$ cat src/logic/mtc_pkg.sv
// Purpose: shared constants and carriers for the quarter frame time code block
// Assumes: one 25 MHz clock; byte serialisation is done elsewhere
// Notes: time fields are binary, not bcd
package mtc_pkg;
	// status byte that opens every quarter frame message
	localparam logic [7:0] QF_STATUS = 8'hF1;
	// first real-time status byte; these may interleave and are skipped
	localparam logic [7:0] REALTIME_FIRST = 8'hF8;
	localparam logic [2:0] TYPE_FIRST = 3'h0;
	localparam logic [2:0] TYPE_LAST = 3'h7;
	localparam logic [7:0] ALL_TYPES = 8'hFF;
	// time code type codes carried in the hours byte
	localparam logic [1:0] RATE_24 = 2'h0;
	localparam logic [1:0] RATE_25 = 2'h1;
	localparam logic [1:0] RATE_30_DROP = 2'h2;
	localparam logic [1:0] RATE_30 = 2'h3;
	// timing
	localparam int MCLK_HZ = 25_000_000;
	localparam int QF_PER_FRAME = 4;
	localparam int FPS_24 = 24;
	localparam int FPS_25 = 25;
	localparam int FPS_30 = 30;
	// quarter frame interval in clock cycles, rounded down
	localparam int QF_CYC_24 = MCLK_HZ / (FPS_24 * QF_PER_FRAME);
	localparam int QF_CYC_25 = MCLK_HZ / (FPS_25 * QF_PER_FRAME);
	localparam int QF_CYC_30 = MCLK_HZ / (FPS_30 * QF_PER_FRAME);
	localparam int CNT_W = 24;

	typedef struct packed {
		logic [1:0] rate;
		logic [4:0] hours;
		logic [5:0] minutes;
		logic [5:0] seconds;
		logic [4:0] frames;
	} smpte_time_s;

	typedef struct packed {
		logic valid;
		logic [7:0] data;
	} stream_byte_s;

	typedef struct packed {
		logic tick;
		logic reverse;
		logic [2:0] msg_type;
		logic [3:0] nibble;
	} qf_event_s;

	typedef enum logic [2:0] {
		GEN_IDLE = 3'b001,
		GEN_STATUS = 3'b010,
		GEN_DATA = 3'b100
	} gen_state_e;
endpackage

$ cat src/logic/midi_time_code_quarter_frame.sv
// Purpose: quarter frame time code generator and receiver on a byte stream
// Assumes: bytes in and out are on the mclk domain, no synchroniser needed
// Notes: full messages, user bits and set up are handled elsewhere
// What this block does
// - generator starts quarter frames only while run is high
// - one message per quarter frame: 120 per second at 30 fps
// - eight messages form a group carrying the whole time
// - each message is two bytes, status byte F1 first
// - second byte holds message number 0..7 and a data nibble
// - receiver pulses a tick on every quarter frame received
// - time is hours, minutes, seconds and frame number
// - only quarter frames handled; user bits not supported
// - receiver exposes cycles since tick and last tick gap
// - second byte is 0, three-bit type, four data bits
// - forward sends types 0 to 7, reverse sends 7 to 0
// - hours byte bits 5 and 6 carry the time code type
`timescale 1ns/100ps
module midi_time_code_quarter_frame #(
	parameter int QF_CYC_24 = mtc_pkg::QF_CYC_24,
	parameter int QF_CYC_25 = mtc_pkg::QF_CYC_25,
	parameter int QF_CYC_30 = mtc_pkg::QF_CYC_30
) (
	input wire logic mclk,
	input wire logic reset_n,
	input wire logic clk_en,
	input wire logic gen_run,
	input wire logic gen_reverse,
	input mtc_pkg::smpte_time_s gen_time,
	output mtc_pkg::stream_byte_s tx_byte,
	input wire logic tx_ready,
	input mtc_pkg::stream_byte_s rx_byte,
	output mtc_pkg::qf_event_s rx_event,
	output mtc_pkg::smpte_time_s rx_time,
	output logic rx_time_valid,
	output logic [mtc_pkg::CNT_W-1:0] rx_since_tick,
	output logic [mtc_pkg::CNT_W-1:0] rx_tick_gap
);
	// nibble k of the time, low nibble of frames first
	function automatic logic [3:0] qf_nibble(input mtc_pkg::smpte_time_s t,
		input logic [2:0] k);
		logic [31:0] w;
		w = {1'b0, t.rate, t.hours, 2'b00, t.minutes, 2'b00, t.seconds,
			3'b000, t.frames};
		return w[{k, 2'b00} +: 4];
	endfunction

	// next type in the running direction
	function automatic logic [2:0] step_type(input logic [2:0] k,
		input logic rev);
		return rev ? k - 3'h1 : k + 3'h1;
	endfunction

	localparam logic [mtc_pkg::CNT_W-1:0] P24 = mtc_pkg::CNT_W'(QF_CYC_24 - 1);
	localparam logic [mtc_pkg::CNT_W-1:0] P25 = mtc_pkg::CNT_W'(QF_CYC_25 - 1);
	localparam logic [mtc_pkg::CNT_W-1:0] P30 = mtc_pkg::CNT_W'(QF_CYC_30 - 1);
	localparam logic [mtc_pkg::CNT_W-1:0] CNT_MAX = '1;

	mtc_pkg::gen_state_e state_r;
	logic [mtc_pkg::CNT_W-1:0] qf_cnt_r;
	logic [mtc_pkg::CNT_W-1:0] qf_last;
	logic [2:0] gen_type_r;
	mtc_pkg::smpte_time_s snap_r;
	logic qf_due;
	logic group_start;

	// quarter frame interval follows the time code type on gen_time, not the sampled one being sent
	always_comb begin
		case (gen_time.rate)
			mtc_pkg::RATE_24: qf_last = P24;
			mtc_pkg::RATE_25: qf_last = P25;
			default: qf_last = P30;
		endcase
	end

	// first message leaves on the first running cycle, then one per interval
	assign qf_due = gen_run && (qf_cnt_r == '0);
	assign group_start = gen_type_r ==
		(gen_reverse ? mtc_pkg::TYPE_LAST : mtc_pkg::TYPE_FIRST);

	// quarter frame interval counter, held at zero while stopped
	always_ff @(posedge mclk or negedge reset_n) begin
		if (!reset_n) begin
			qf_cnt_r <= '0;
		end else if (clk_en) begin
			if (!gen_run) begin
				qf_cnt_r <= '0;
			end else if (qf_cnt_r >= qf_last) begin
				qf_cnt_r <= '0;
			end else begin
				qf_cnt_r <= qf_cnt_r + 1'b1;
			end
		end
	end

	// message sequencer; a message already begun is always finished so the
	// far end never sees a lone status byte, at the cost of a late stop
	always_ff @(posedge mclk or negedge reset_n) begin
		if (!reset_n) begin
			state_r <= mtc_pkg::GEN_IDLE;
		end else if (clk_en) begin
			case (state_r)
				mtc_pkg::GEN_IDLE: begin
					if (qf_due) begin
						state_r <= mtc_pkg::GEN_STATUS;
					end
				end
				mtc_pkg::GEN_STATUS: begin
					if (tx_ready) begin
						state_r <= mtc_pkg::GEN_DATA;
					end
				end
				mtc_pkg::GEN_DATA: begin
					if (tx_ready) begin
						state_r <= mtc_pkg::GEN_IDLE;
					end
				end
				default: state_r <= mtc_pkg::GEN_IDLE;
			endcase
		end
	end

	// message type walks the group; parked at the start point while stopped
	always_ff @(posedge mclk or negedge reset_n) begin
		if (!reset_n) begin
			gen_type_r <= mtc_pkg::TYPE_FIRST;
		end else if (clk_en) begin
			if (state_r == mtc_pkg::GEN_DATA) begin
				if (tx_ready) begin
					gen_type_r <= step_type(gen_type_r, gen_reverse);
				end
			end else if (!gen_run && state_r == mtc_pkg::GEN_IDLE) begin
				gen_type_r <= gen_reverse ? mtc_pkg::TYPE_LAST
					: mtc_pkg::TYPE_FIRST;
			end
		end
	end

	// time is sampled once per group so all eight nibbles agree
	always_ff @(posedge mclk or negedge reset_n) begin
		if (!reset_n) begin
			snap_r <= '0;
		end else if (clk_en) begin
			if (state_r == mtc_pkg::GEN_IDLE && qf_due && group_start) begin
				snap_r <= gen_time;
			end
		end
	end

	// outgoing byte register
	always_ff @(posedge mclk or negedge reset_n) begin
		if (!reset_n) begin
			tx_byte <= '0;
		end else if (clk_en) begin
			case (state_r)
				mtc_pkg::GEN_IDLE: begin
					if (qf_due) begin
						tx_byte <= {1'b1, mtc_pkg::QF_STATUS};
					end
				end
				mtc_pkg::GEN_STATUS: begin
					if (tx_ready) begin
						tx_byte <= {1'b1, 1'b0, gen_type_r,
							qf_nibble(snap_r, gen_type_r)};
					end
				end
				mtc_pkg::GEN_DATA: begin
					if (tx_ready) begin
						tx_byte <= '0;
					end
				end
				default: tx_byte <= '0;
			endcase
		end
	end

	// receive side
	logic armed_r;
	logic [31:0] shadow_r;
	logic [7:0] seen_r;
	logic [2:0] rx_last_r;
	logic rx_rev_r;
	logic qf_rx;
	logic [2:0] rx_type;
	logic [7:0] type_bit;
	logic in_fwd;
	logic in_rev;
	logic chained;
	logic [7:0] seen_nxt;
	logic [31:0] shadow_nxt;
	logic group_done;

	assign qf_rx = rx_byte.valid && armed_r && !rx_byte.data[7];
	assign rx_type = rx_byte.data[6:4];
	assign type_bit = 8'h01 << rx_type;
	assign in_fwd = rx_type == step_type(rx_last_r, 1'b0);
	assign in_rev = rx_type == step_type(rx_last_r, 1'b1);
	assign chained = seen_r == '0 || in_fwd || in_rev;
	assign seen_nxt = chained ? (seen_r | type_bit) : type_bit;
	// a group ends at type 7 going forward or type 0 going backward
	assign group_done = seen_nxt == mtc_pkg::ALL_TYPES &&
		((in_fwd && rx_type == mtc_pkg::TYPE_LAST) ||
		(in_rev && rx_type == mtc_pkg::TYPE_FIRST));

	// merge the arriving nibble into the shadow word
	always_comb begin
		shadow_nxt = shadow_r;
		shadow_nxt[{rx_type, 2'b00} +: 4] = rx_byte.data[3:0];
	end

	// status parser; real-time bytes may sit between the two bytes, any
	// other status byte abandons the message, and so does any data byte
	always_ff @(posedge mclk or negedge reset_n) begin
		if (!reset_n) begin
			armed_r <= 1'b0;
		end else if (clk_en && rx_byte.valid) begin
			if (rx_byte.data == mtc_pkg::QF_STATUS) begin
				armed_r <= 1'b1;
			end else if (!rx_byte.data[7] ||
				rx_byte.data < mtc_pkg::REALTIME_FIRST) begin
				armed_r <= 1'b0;
			end
		end
	end

	// group collection and direction tracking
	always_ff @(posedge mclk or negedge reset_n) begin
		if (!reset_n) begin
			shadow_r <= '0;
			seen_r <= '0;
			rx_last_r <= mtc_pkg::TYPE_FIRST;
			rx_rev_r <= 1'b0;
		end else if (clk_en && qf_rx) begin
			shadow_r <= shadow_nxt;
			seen_r <= group_done ? 8'h00 : seen_nxt;
			rx_last_r <= rx_type;
			if (in_rev && !in_fwd) begin
				rx_rev_r <= 1'b1;
			end else if (in_fwd) begin
				rx_rev_r <= 1'b0;
			end
		end
	end

	// assembled time changes only when a whole group is in; reserved bits
	// are dropped here so a sender that sets them cannot corrupt the fields
	always_ff @(posedge mclk or negedge reset_n) begin
		if (!reset_n) begin
			rx_time <= '0;
			rx_time_valid <= 1'b0;
		end else if (clk_en && qf_rx && group_done) begin
			rx_time.rate <= shadow_nxt[30:29];
			rx_time.hours <= shadow_nxt[28:24];
			rx_time.minutes <= shadow_nxt[21:16];
			rx_time.seconds <= shadow_nxt[13:8];
			rx_time.frames <= shadow_nxt[4:0];
			rx_time_valid <= 1'b1;
		end
	end

	// one-cycle tick per quarter frame with the nibble it carried
	always_ff @(posedge mclk or negedge reset_n) begin
		if (!reset_n) begin
			rx_event <= '0;
		end else if (clk_en) begin
			rx_event.tick <= qf_rx;
			if (qf_rx) begin
				rx_event.msg_type <= rx_type;
				rx_event.nibble <= rx_byte.data[3:0];
				rx_event.reverse <= in_rev && !in_fwd;
			end
		end
	end

	// tick spacing for interpolation; counters saturate so a stopped link
	// reads as a very long gap instead of wrapping to a small one
	always_ff @(posedge mclk or negedge reset_n) begin
		if (!reset_n) begin
			rx_since_tick <= '0;
			rx_tick_gap <= '0;
		end else if (clk_en) begin
			if (qf_rx) begin
				rx_tick_gap <= rx_since_tick;
				rx_since_tick <= '0;
			end else if (rx_since_tick != CNT_MAX) begin
				rx_since_tick <= rx_since_tick + 1'b1;
			end
		end
	end
endmodule

$ cat config.mk
export PLATFORM = sky130hd
export DESIGN_NAME = midi_time_code_quarter_frame
export DESIGN_NICKNAME = d
export VERILOG_FILES = /design/src/logic/mtc_pkg.sv /design/src/logic/midi_time_code_quarter_frame.sv
export SDC_FILE = /design/constraint.sdc
export NUM_CORES = 1
export LEC_CHECK = 0
export BUFFER_PORTS_ARGS = -buffer_cell sky130_fd_sc_hd__buf_2
export CAP_MARGIN = 20
export CELL_PAD_IN_SITES_DETAIL_PLACEMENT = 1
export CELL_PAD_IN_SITES_GLOBAL_PLACEMENT = 2
export CORE_ASPECT_RATIO = 1.5
export CORE_MARGIN = 3
export CORE_UTILIZATION = 33
export CTS_CLUSTER_SIZE = 10
export DETAILED_ROUTE_END_ITERATION = 16
export GPL_TIMING_DRIVEN = 0
export PLACE_DENSITY = 0.71
export SYNTH_ARGS = -nofsm -noshare
export SYNTH_HDL_FRONTEND = slang
export SYNTH_SLANG_ARGS = --single-unit
$ cat constraint.sdc
create_clock -name mclk -period 7.8 [get_ports mclk]
set_clock_uncertainty 0.2 [all_clocks]
set_input_delay 0.39 -clock mclk [delete_from_list [all_inputs] [get_ports mclk]]
set_output_delay 0.39 -clock mclk [all_outputs]
set_load 0.1 [all_outputs]
# Yosys cells after proc, flatten, opt, wreduce, memory -nomap -nowiden
# Index checks and enable logic that the tools add are counted.
classes:
  bitwise_logic: 1
  mux: 23
  eq_ne: 14
  reduce_logical: 33
  shifts: 4
  add_sub_neg: 7
  magnitude_cmp: 2
op_table:
  columns: ["op", "n"]
  rows:
  - ["2-to-1 mux 24 bit", 4]
  - ["adder 24 x 1 -> 24 bit (second input constant)", 2]
  - ["bitwise mux 32 bit", 1]
  - ["one-hot mux 16 bit (2 select lines)", 1]
  - ["variable shift 4 x 7 -> 32 bit (first input constant)", 1]
  - ["indexed part select 32 x 6 -> 4 bit", 1]
  - ["indexed part select 4 x 7 -> 32 bit", 1]
  - ["2-to-1 mux 9 bit", 3]
  - ["one-hot mux 9 bit (3 select lines)", 1]
  - [">= comparator 24 bit", 1]
  - ["logical NOT 24 bit", 1]
  - ["2-to-1 mux 3 bit", 8]
  - ["inequality test 24 bit (second input constant)", 1]
  - ["== test 8 bit (second input constant)", 2]
  - ["2-to-1 mux 8 bit", 2]
  - ["logical AND 1 bit", 13]
  - ["== test 3 bit", 3]
  - ["one-hot mux 3 bit (3 select lines)", 1]
  - ["logical NOT 8 bit", 1]
  - ["< comparator 8 bit (second input constant)", 1]
  - ["bitwise OR 8 bit", 1]
  - ["AND reduction 2 bit", 4]
  - ["left shift 1 x 3 -> 8 bit (first input constant)", 1]
  - ["negator 5 -> 7 bit", 1]
  - ["other kinds (15)", 28]
totals:
  wordCells: 110
  inputBits: 39
  reg_bits: 189

# Depth between registers and ports, before layout
logic_depth:
  word_depth: 8
  ltp_mapped: 10
  ltp_nobuf: 9

# Worst setup path after synthesis
# OpenSTA, ideal clock, no wires.
synth_path:
  path_kind: "reg-to-reg"
  from: "register rx_last_r[0]"
  to: "register rx_time[0] in the netlist's numbering"
  path_buffers: 1
  synth_period_minus_slack_ns: 3.507
  required_ns: 7.475
  arrival_time_ns: 3.181
  path_stages_with_launch: 10
  path_slack_ns: 4.293
  setup_time_ns: 0.125
  path_cell_list: "dfrtp_1 inv_1 ha_1 xnor2_1 nand3b_1 nor4_1 o22ai_1 a2111oi_4 buf_6 mux2_2"
synth_between:
  elab_chain_cells: 8
  word_cells_on_any_way: 13
synth_rtl:
  columns: ["item", "line_no", "text"]
  rows:
  - ["from (decl)", "midi_time_code_quarter_frame.sv:180", "logic [2:0] rx_last_r;"]
  - ["from (signal assigned)", "midi_time_code_quarter_frame.sv:230", "rx_last_r <= mtc_pkg::TYPE_FIRST;"]
  - ["from (signal assigned)", "midi_time_code_quarter_frame.sv:235", "rx_last_r <= rx_type;"]
  - ["adder 3 x 1 -> 3 bit", null, null]
  - ["== test 3 bit", "midi_time_code_quarter_frame.sv:195", "assign in_fwd = rx_type == step_type(rx_last_r, 1'b0);"]
  - ["logical OR 1 bit (2 in a row)", "midi_time_code_quarter_frame.sv:197", "assign chained = seen_r == '0 || in_fwd || in_rev;"]
  - ["2-to-1 mux 8 bit", "midi_time_code_quarter_frame.sv:198", "assign seen_nxt = chained ? (seen_r | type_bit) : type_bit;"]
  - ["== test 8 bit", "midi_time_code_quarter_frame.sv:200", "assign group_done = seen_nxt == mtc_pkg::ALL_TYPES &&"]
  - ["logical AND 1 bit (*)", "midi_time_code_quarter_frame.sv:200", null]
  - ["logical AND 1 bit (*)", "midi_time_code_quarter_frame.sv:250", "end else if (clk_en && qf_rx && group_done) begin"]
  - ["to (decl)", "midi_time_code_quarter_frame.sv:33", "output mtc_pkg::smpte_time_s rx_time,"]
# Mark *: on every way between the ends. The rest lies on a longest branch, timed or not.
# A chain may end at the register's enable or synchronous reset.

# Worst setup path after layout
layout_path:
  from: "register rx_last_r[0]"
  to: "register rx_time[2] in the netlist's numbering"
# Same word-level chain as after synthesis.

==> summary.md <==
• **status** finished clean
• **power density of the placed cells** 268 nW/um2
• **unrepaired setup endpoints after global routing** false
• **list of cells traversed by the critical path** inv_1 > ha_1 > xnor2_1 > nand3b_1 > nor4_1 > o22ai_1 > a2111oi_4 > buf_6 > mux2_2
• **fraction of layout cells with a size suffix above 1** 0.243
• **hold slack** 0.0665 ns
• **first drt pass iteration count** 5
• **Worst Setup Path Type** reg -> reg
• **mux cell area share after synthesis** 0.115
• **final non-filler cell area** 10900 um2
• **normalized max-slew margin** 0.425
• **adder and majority gate portion of the synthesized area** 0.0342
• **reg-to-reg startpoint** rx_last_r[0]$_DFFE_PN0P_
• **GPL Wtd Cong** 0.742
• **starting density of the core** 0.336
• **slew at the pin closest to its max-slew limit** 0.861 ns
• **number of antenna violations at the first check in global routing** 1
• **area inside the core boundary** 26600 um2
• **part of the total power dissipated in the clock network** 0.326
• **area share of and/or/nand/nor cells after synthesis** 0.178
• **routed wire length per instance** 18.3 um
• **Worst setup SP type** flip-flop
• **biggest fanout along the worst timing path** 10
• **GRT Util Overall** 0.180
• **count of antenna-violating nets left after detailed routing** 0
• **Max stage delay on crit path** 0.65 ns
• **Final TNS setup** 0 ns
• **IO Pins** 130
• **# setup viols final** 0
• **Placement Cell Area** 10000 um2
• **residual overflow from global routing** 0
• **Post-Synthesis Net Count** 939
• **number of levels the H-tree was split into** 4
• **TritonCTS buffer count** 17
• **cell with the largest stage delay on the worst path** sky130_fd_sc_hd__a2111oi_4
• **synthesized cell area** 8940 um2
• **die footprint** 29100 um2
• **Sw Share** 0.376
• **minimum clock period** 3.42 ns
• **Critical Path Start** rx_last_r[0]$_DFFE_PN0P_
• **Hold Fails Final Rpt** 0
• **share of flip-flops with an asynchronous set or reset** 1.00
• **number of vias in the routed layout** 7140
• **Sequential Power Share** 0.379
• **critical hold path startpoint** gen_time[22]
• **number of cells produced by synthesis** 877
• **combinational family with the most area after synthesis** simple AND/OR/NAND/NOR gates
• **buffer levels on the longest clock path** 2
• **leading cell types in the layout, fill and taps excluded** sky130_fd_sc_hd__dfrtp_1, sky130_fd_sc_hd__nand2_1, sky130_fd_sc_hd__buf_2
• **data arrival time of the worst path** 3.54 ns
• **parity-gate share of the synthesized area counting xor and xnor cells** 0.0295
• **register bit count reported by yosys** 177
• **largest delay contributor family on the critical path** compound AO/OA/AOI/OAI gates
• **wire length reported by the detailed router** 25600 um
• **ratio of final minimum period to clock period** 0.438
• **number of synthesized flops with an enable pin** 0
• **total number of clock tree sinks** 177
• **overall die width** 140 um
• **maximum VDD drop** 0.188 mV
• **number of maximum-capacitance constraint violations** 0
• **most frequent standard cell in the layout excluding fill and tap cells** sky130_fd_sc_hd__dfrtp_1
• **count of unique library cells instantiated by Yosys** 65
• **YS warnings** 0
• **Logic pwr share** 0.295
• **total setup buffers inserted after CTS** 0
• **area fraction in compound gates after synthesis** 0.110
• **Top FF cell, synth** sky130_fd_sc_hd__dfrtp_1
• **post-layout net count** 1111
• **violation count after the first detailed-route iteration** 275
• **utilization after layout** 0.411
• **clock transition at the registers of the reported paths** 0.07 ns
• **data required time at the worst endpoint** 7.92 ns
• **Mapped Avg Cell Area** 10.2 um2
• **portion of the post-synthesis area used by sequential elements** 0.496
• **number of fill cells** 3017
• **final routed DRC violation total** 0
• **standby leakage power** 5.32 nW
• **Hold Crit Class** in -> reg
• **number of pins exceeding their max-slew limit in the final report** 0
• **Skew-Pair Late Insertion Delay** 0.44 ns
• **endpoint kind of the worst setup timing path** flip-flop
• **f_max** 0.293 GHz
• **Net Switching** 1.10 mW
• **pin count of the biggest net entering global routing** 105
• **CTS tree** built
• **number of core rows** 73
• **port buffer count** 128
• **number of buffer and inverter stages on the critical path** 2
• **root buffer selected by CTS** sky130_fd_sc_hd__clkbuf_16
• **HPWL after detailed placement** 18400 um
• **internal power of the cells** 1.83 mW
• **first-pass GRT wire length** 42200 um
• **Vert. Die Dim** 208 um
• **synthesis-to-layout area growth** 22.2%
• **vias per inst** 5.11
• **vias in the first global route** 7614
[flip-flops by register name, summed over array words and instances, names as in the netlist, 6 cells and up]
name and cells:
tx_byte 8, rx_tick_gap 24, qf_cnt_r 24, rx_since_tick 24, snap_r 24, shadow_r 24, seen_r 8, rx_time 24
rx_event 6
[worst register-to-register path: cells and delay by family (launching register included)]
kind / cells / cell delay, ns
AOI/OAI and AO/OA: 2 / 0.82
xor gates and xnor gates: 1 / 0.15
adders and majority gates: 1 / 0.31
buffers and inverters: 2 / 0.33
DFF: 1 / 0.43
muxes: 1 / 0.35
and+or+nand+nor: 2 / 0.71
[worst paths after layout]
check,end,slack (ns),cells past startpoint
worst min register to register,rx_time_valid$_DFFE_PN0P_,0.26,1
worst min-delay path,snap_r[22]$_DFFE_PN0P_,0.07,2
max in group asynchronous,rx_since_tick[17]$_DFFE_PN0P_,6.08,3
worst max register to register,rx_time[2]$_DFFE_PN0P_,4.38,9
worst max-delay path,rx_time[2]$_DFFE_PN0P_,4.38,9
min in group asynchronous,snap_r[3]$_DFFE_PN0P_,0.33,2
[stage by stage]
stage | setup slack (ns) | power [mW] | instances
2_1_floorplan | 4.29 | 1.78 | 877
3_3_place_gp | 2.93 | 1.98 | 1342
3_5_place_dp | 3.99 | 1.99 | 1343
4_1_cts | 4.29 | 2.97 | 1396
5_1_grt | 4.14 | 3.08 | 1398
6_report | 4.38 | 2.93 | 1398
[cells by family after synthesis]
family                     after synthesis
and+or+nand+nor                        336
DFF                                    177
adders and majority gates               24
buffers and inverters                   80
AOI/OAI and AO/OA                      145
muxes                                   88
xor gates and xnor gates                27
[synthesized netlist by cell type (all sizes together) (12+ instances only)]
cell    instances  area share
and3           12      0.0084
a21oi          23       0.013
nor2           64       0.027
ha             22       0.031
nand2b         13      0.0091
nor2b          12      0.0084
xnor2          21       0.021
o21ai          47       0.026
dfrtp         176        0.49
clkbuf         33       0.014
nand2         147       0.062
inv            36       0.015
nand3          19       0.011
mux2           77       0.097
[power by group through the flow]
| stage | Clock [mW] | Sequential, mW | Combinational, mW |
|---|---|---|---|
| 6_report | 0.956 | 1.11 | 0.863 |
| 5_1_grt | 1.02 | 1.13 | 0.932 |
| 4_1_cts | 0.985 | 1.11 | 0.877 |
| 3_5_place_dp | 0 | 1.13 | 0.865 |
| 3_3_place_gp | 0 | 1.13 | 0.854 |
| 2_1_floorplan | 0 | 1.44 | 0.339 |
[routing by layer]
metal / global-route usage / routed length [um]
met1: 0.222 / 11100
met2: 0.322 / 13500
met3: 0.0263 / 570
met4: 0.0525 / 419
met5: 0 / 0
[timing repair]
| item | CTS | global route |
|---|---|---|
| gates resized for setup | 0 | 0 |
| hold buffers | 23 | 0 |
| setup endpoints to repair | 0 | 0 |
| endpoints found under the hold margin | 95 | 0 |
[layout make-up]
| class | count | area (um2) | area share |
|---|---|---|---|
| Sequential cell | 177 | 4430 | 0.406 |
| Multi-Input combinational cell | 620 | 4170 | 0.382 |
| Timing Repair Buffer | 153 | 913 | 0.0836 |
| Clock buffer | 19 | 443 | 0.0406 |
| Tap cell | 337 | 422 | 0.0386 |
| Clock inverter | 11 | 203 | 0.0186 |
| Buffer | 44 | 199 | 0.0182 |
| Inverter | 36 | 135 | 0.0124 |
| Antenna cell | 1 | 2.50 | 0.000229 |
No activity file was read; power rests on OpenSTA's default activity.
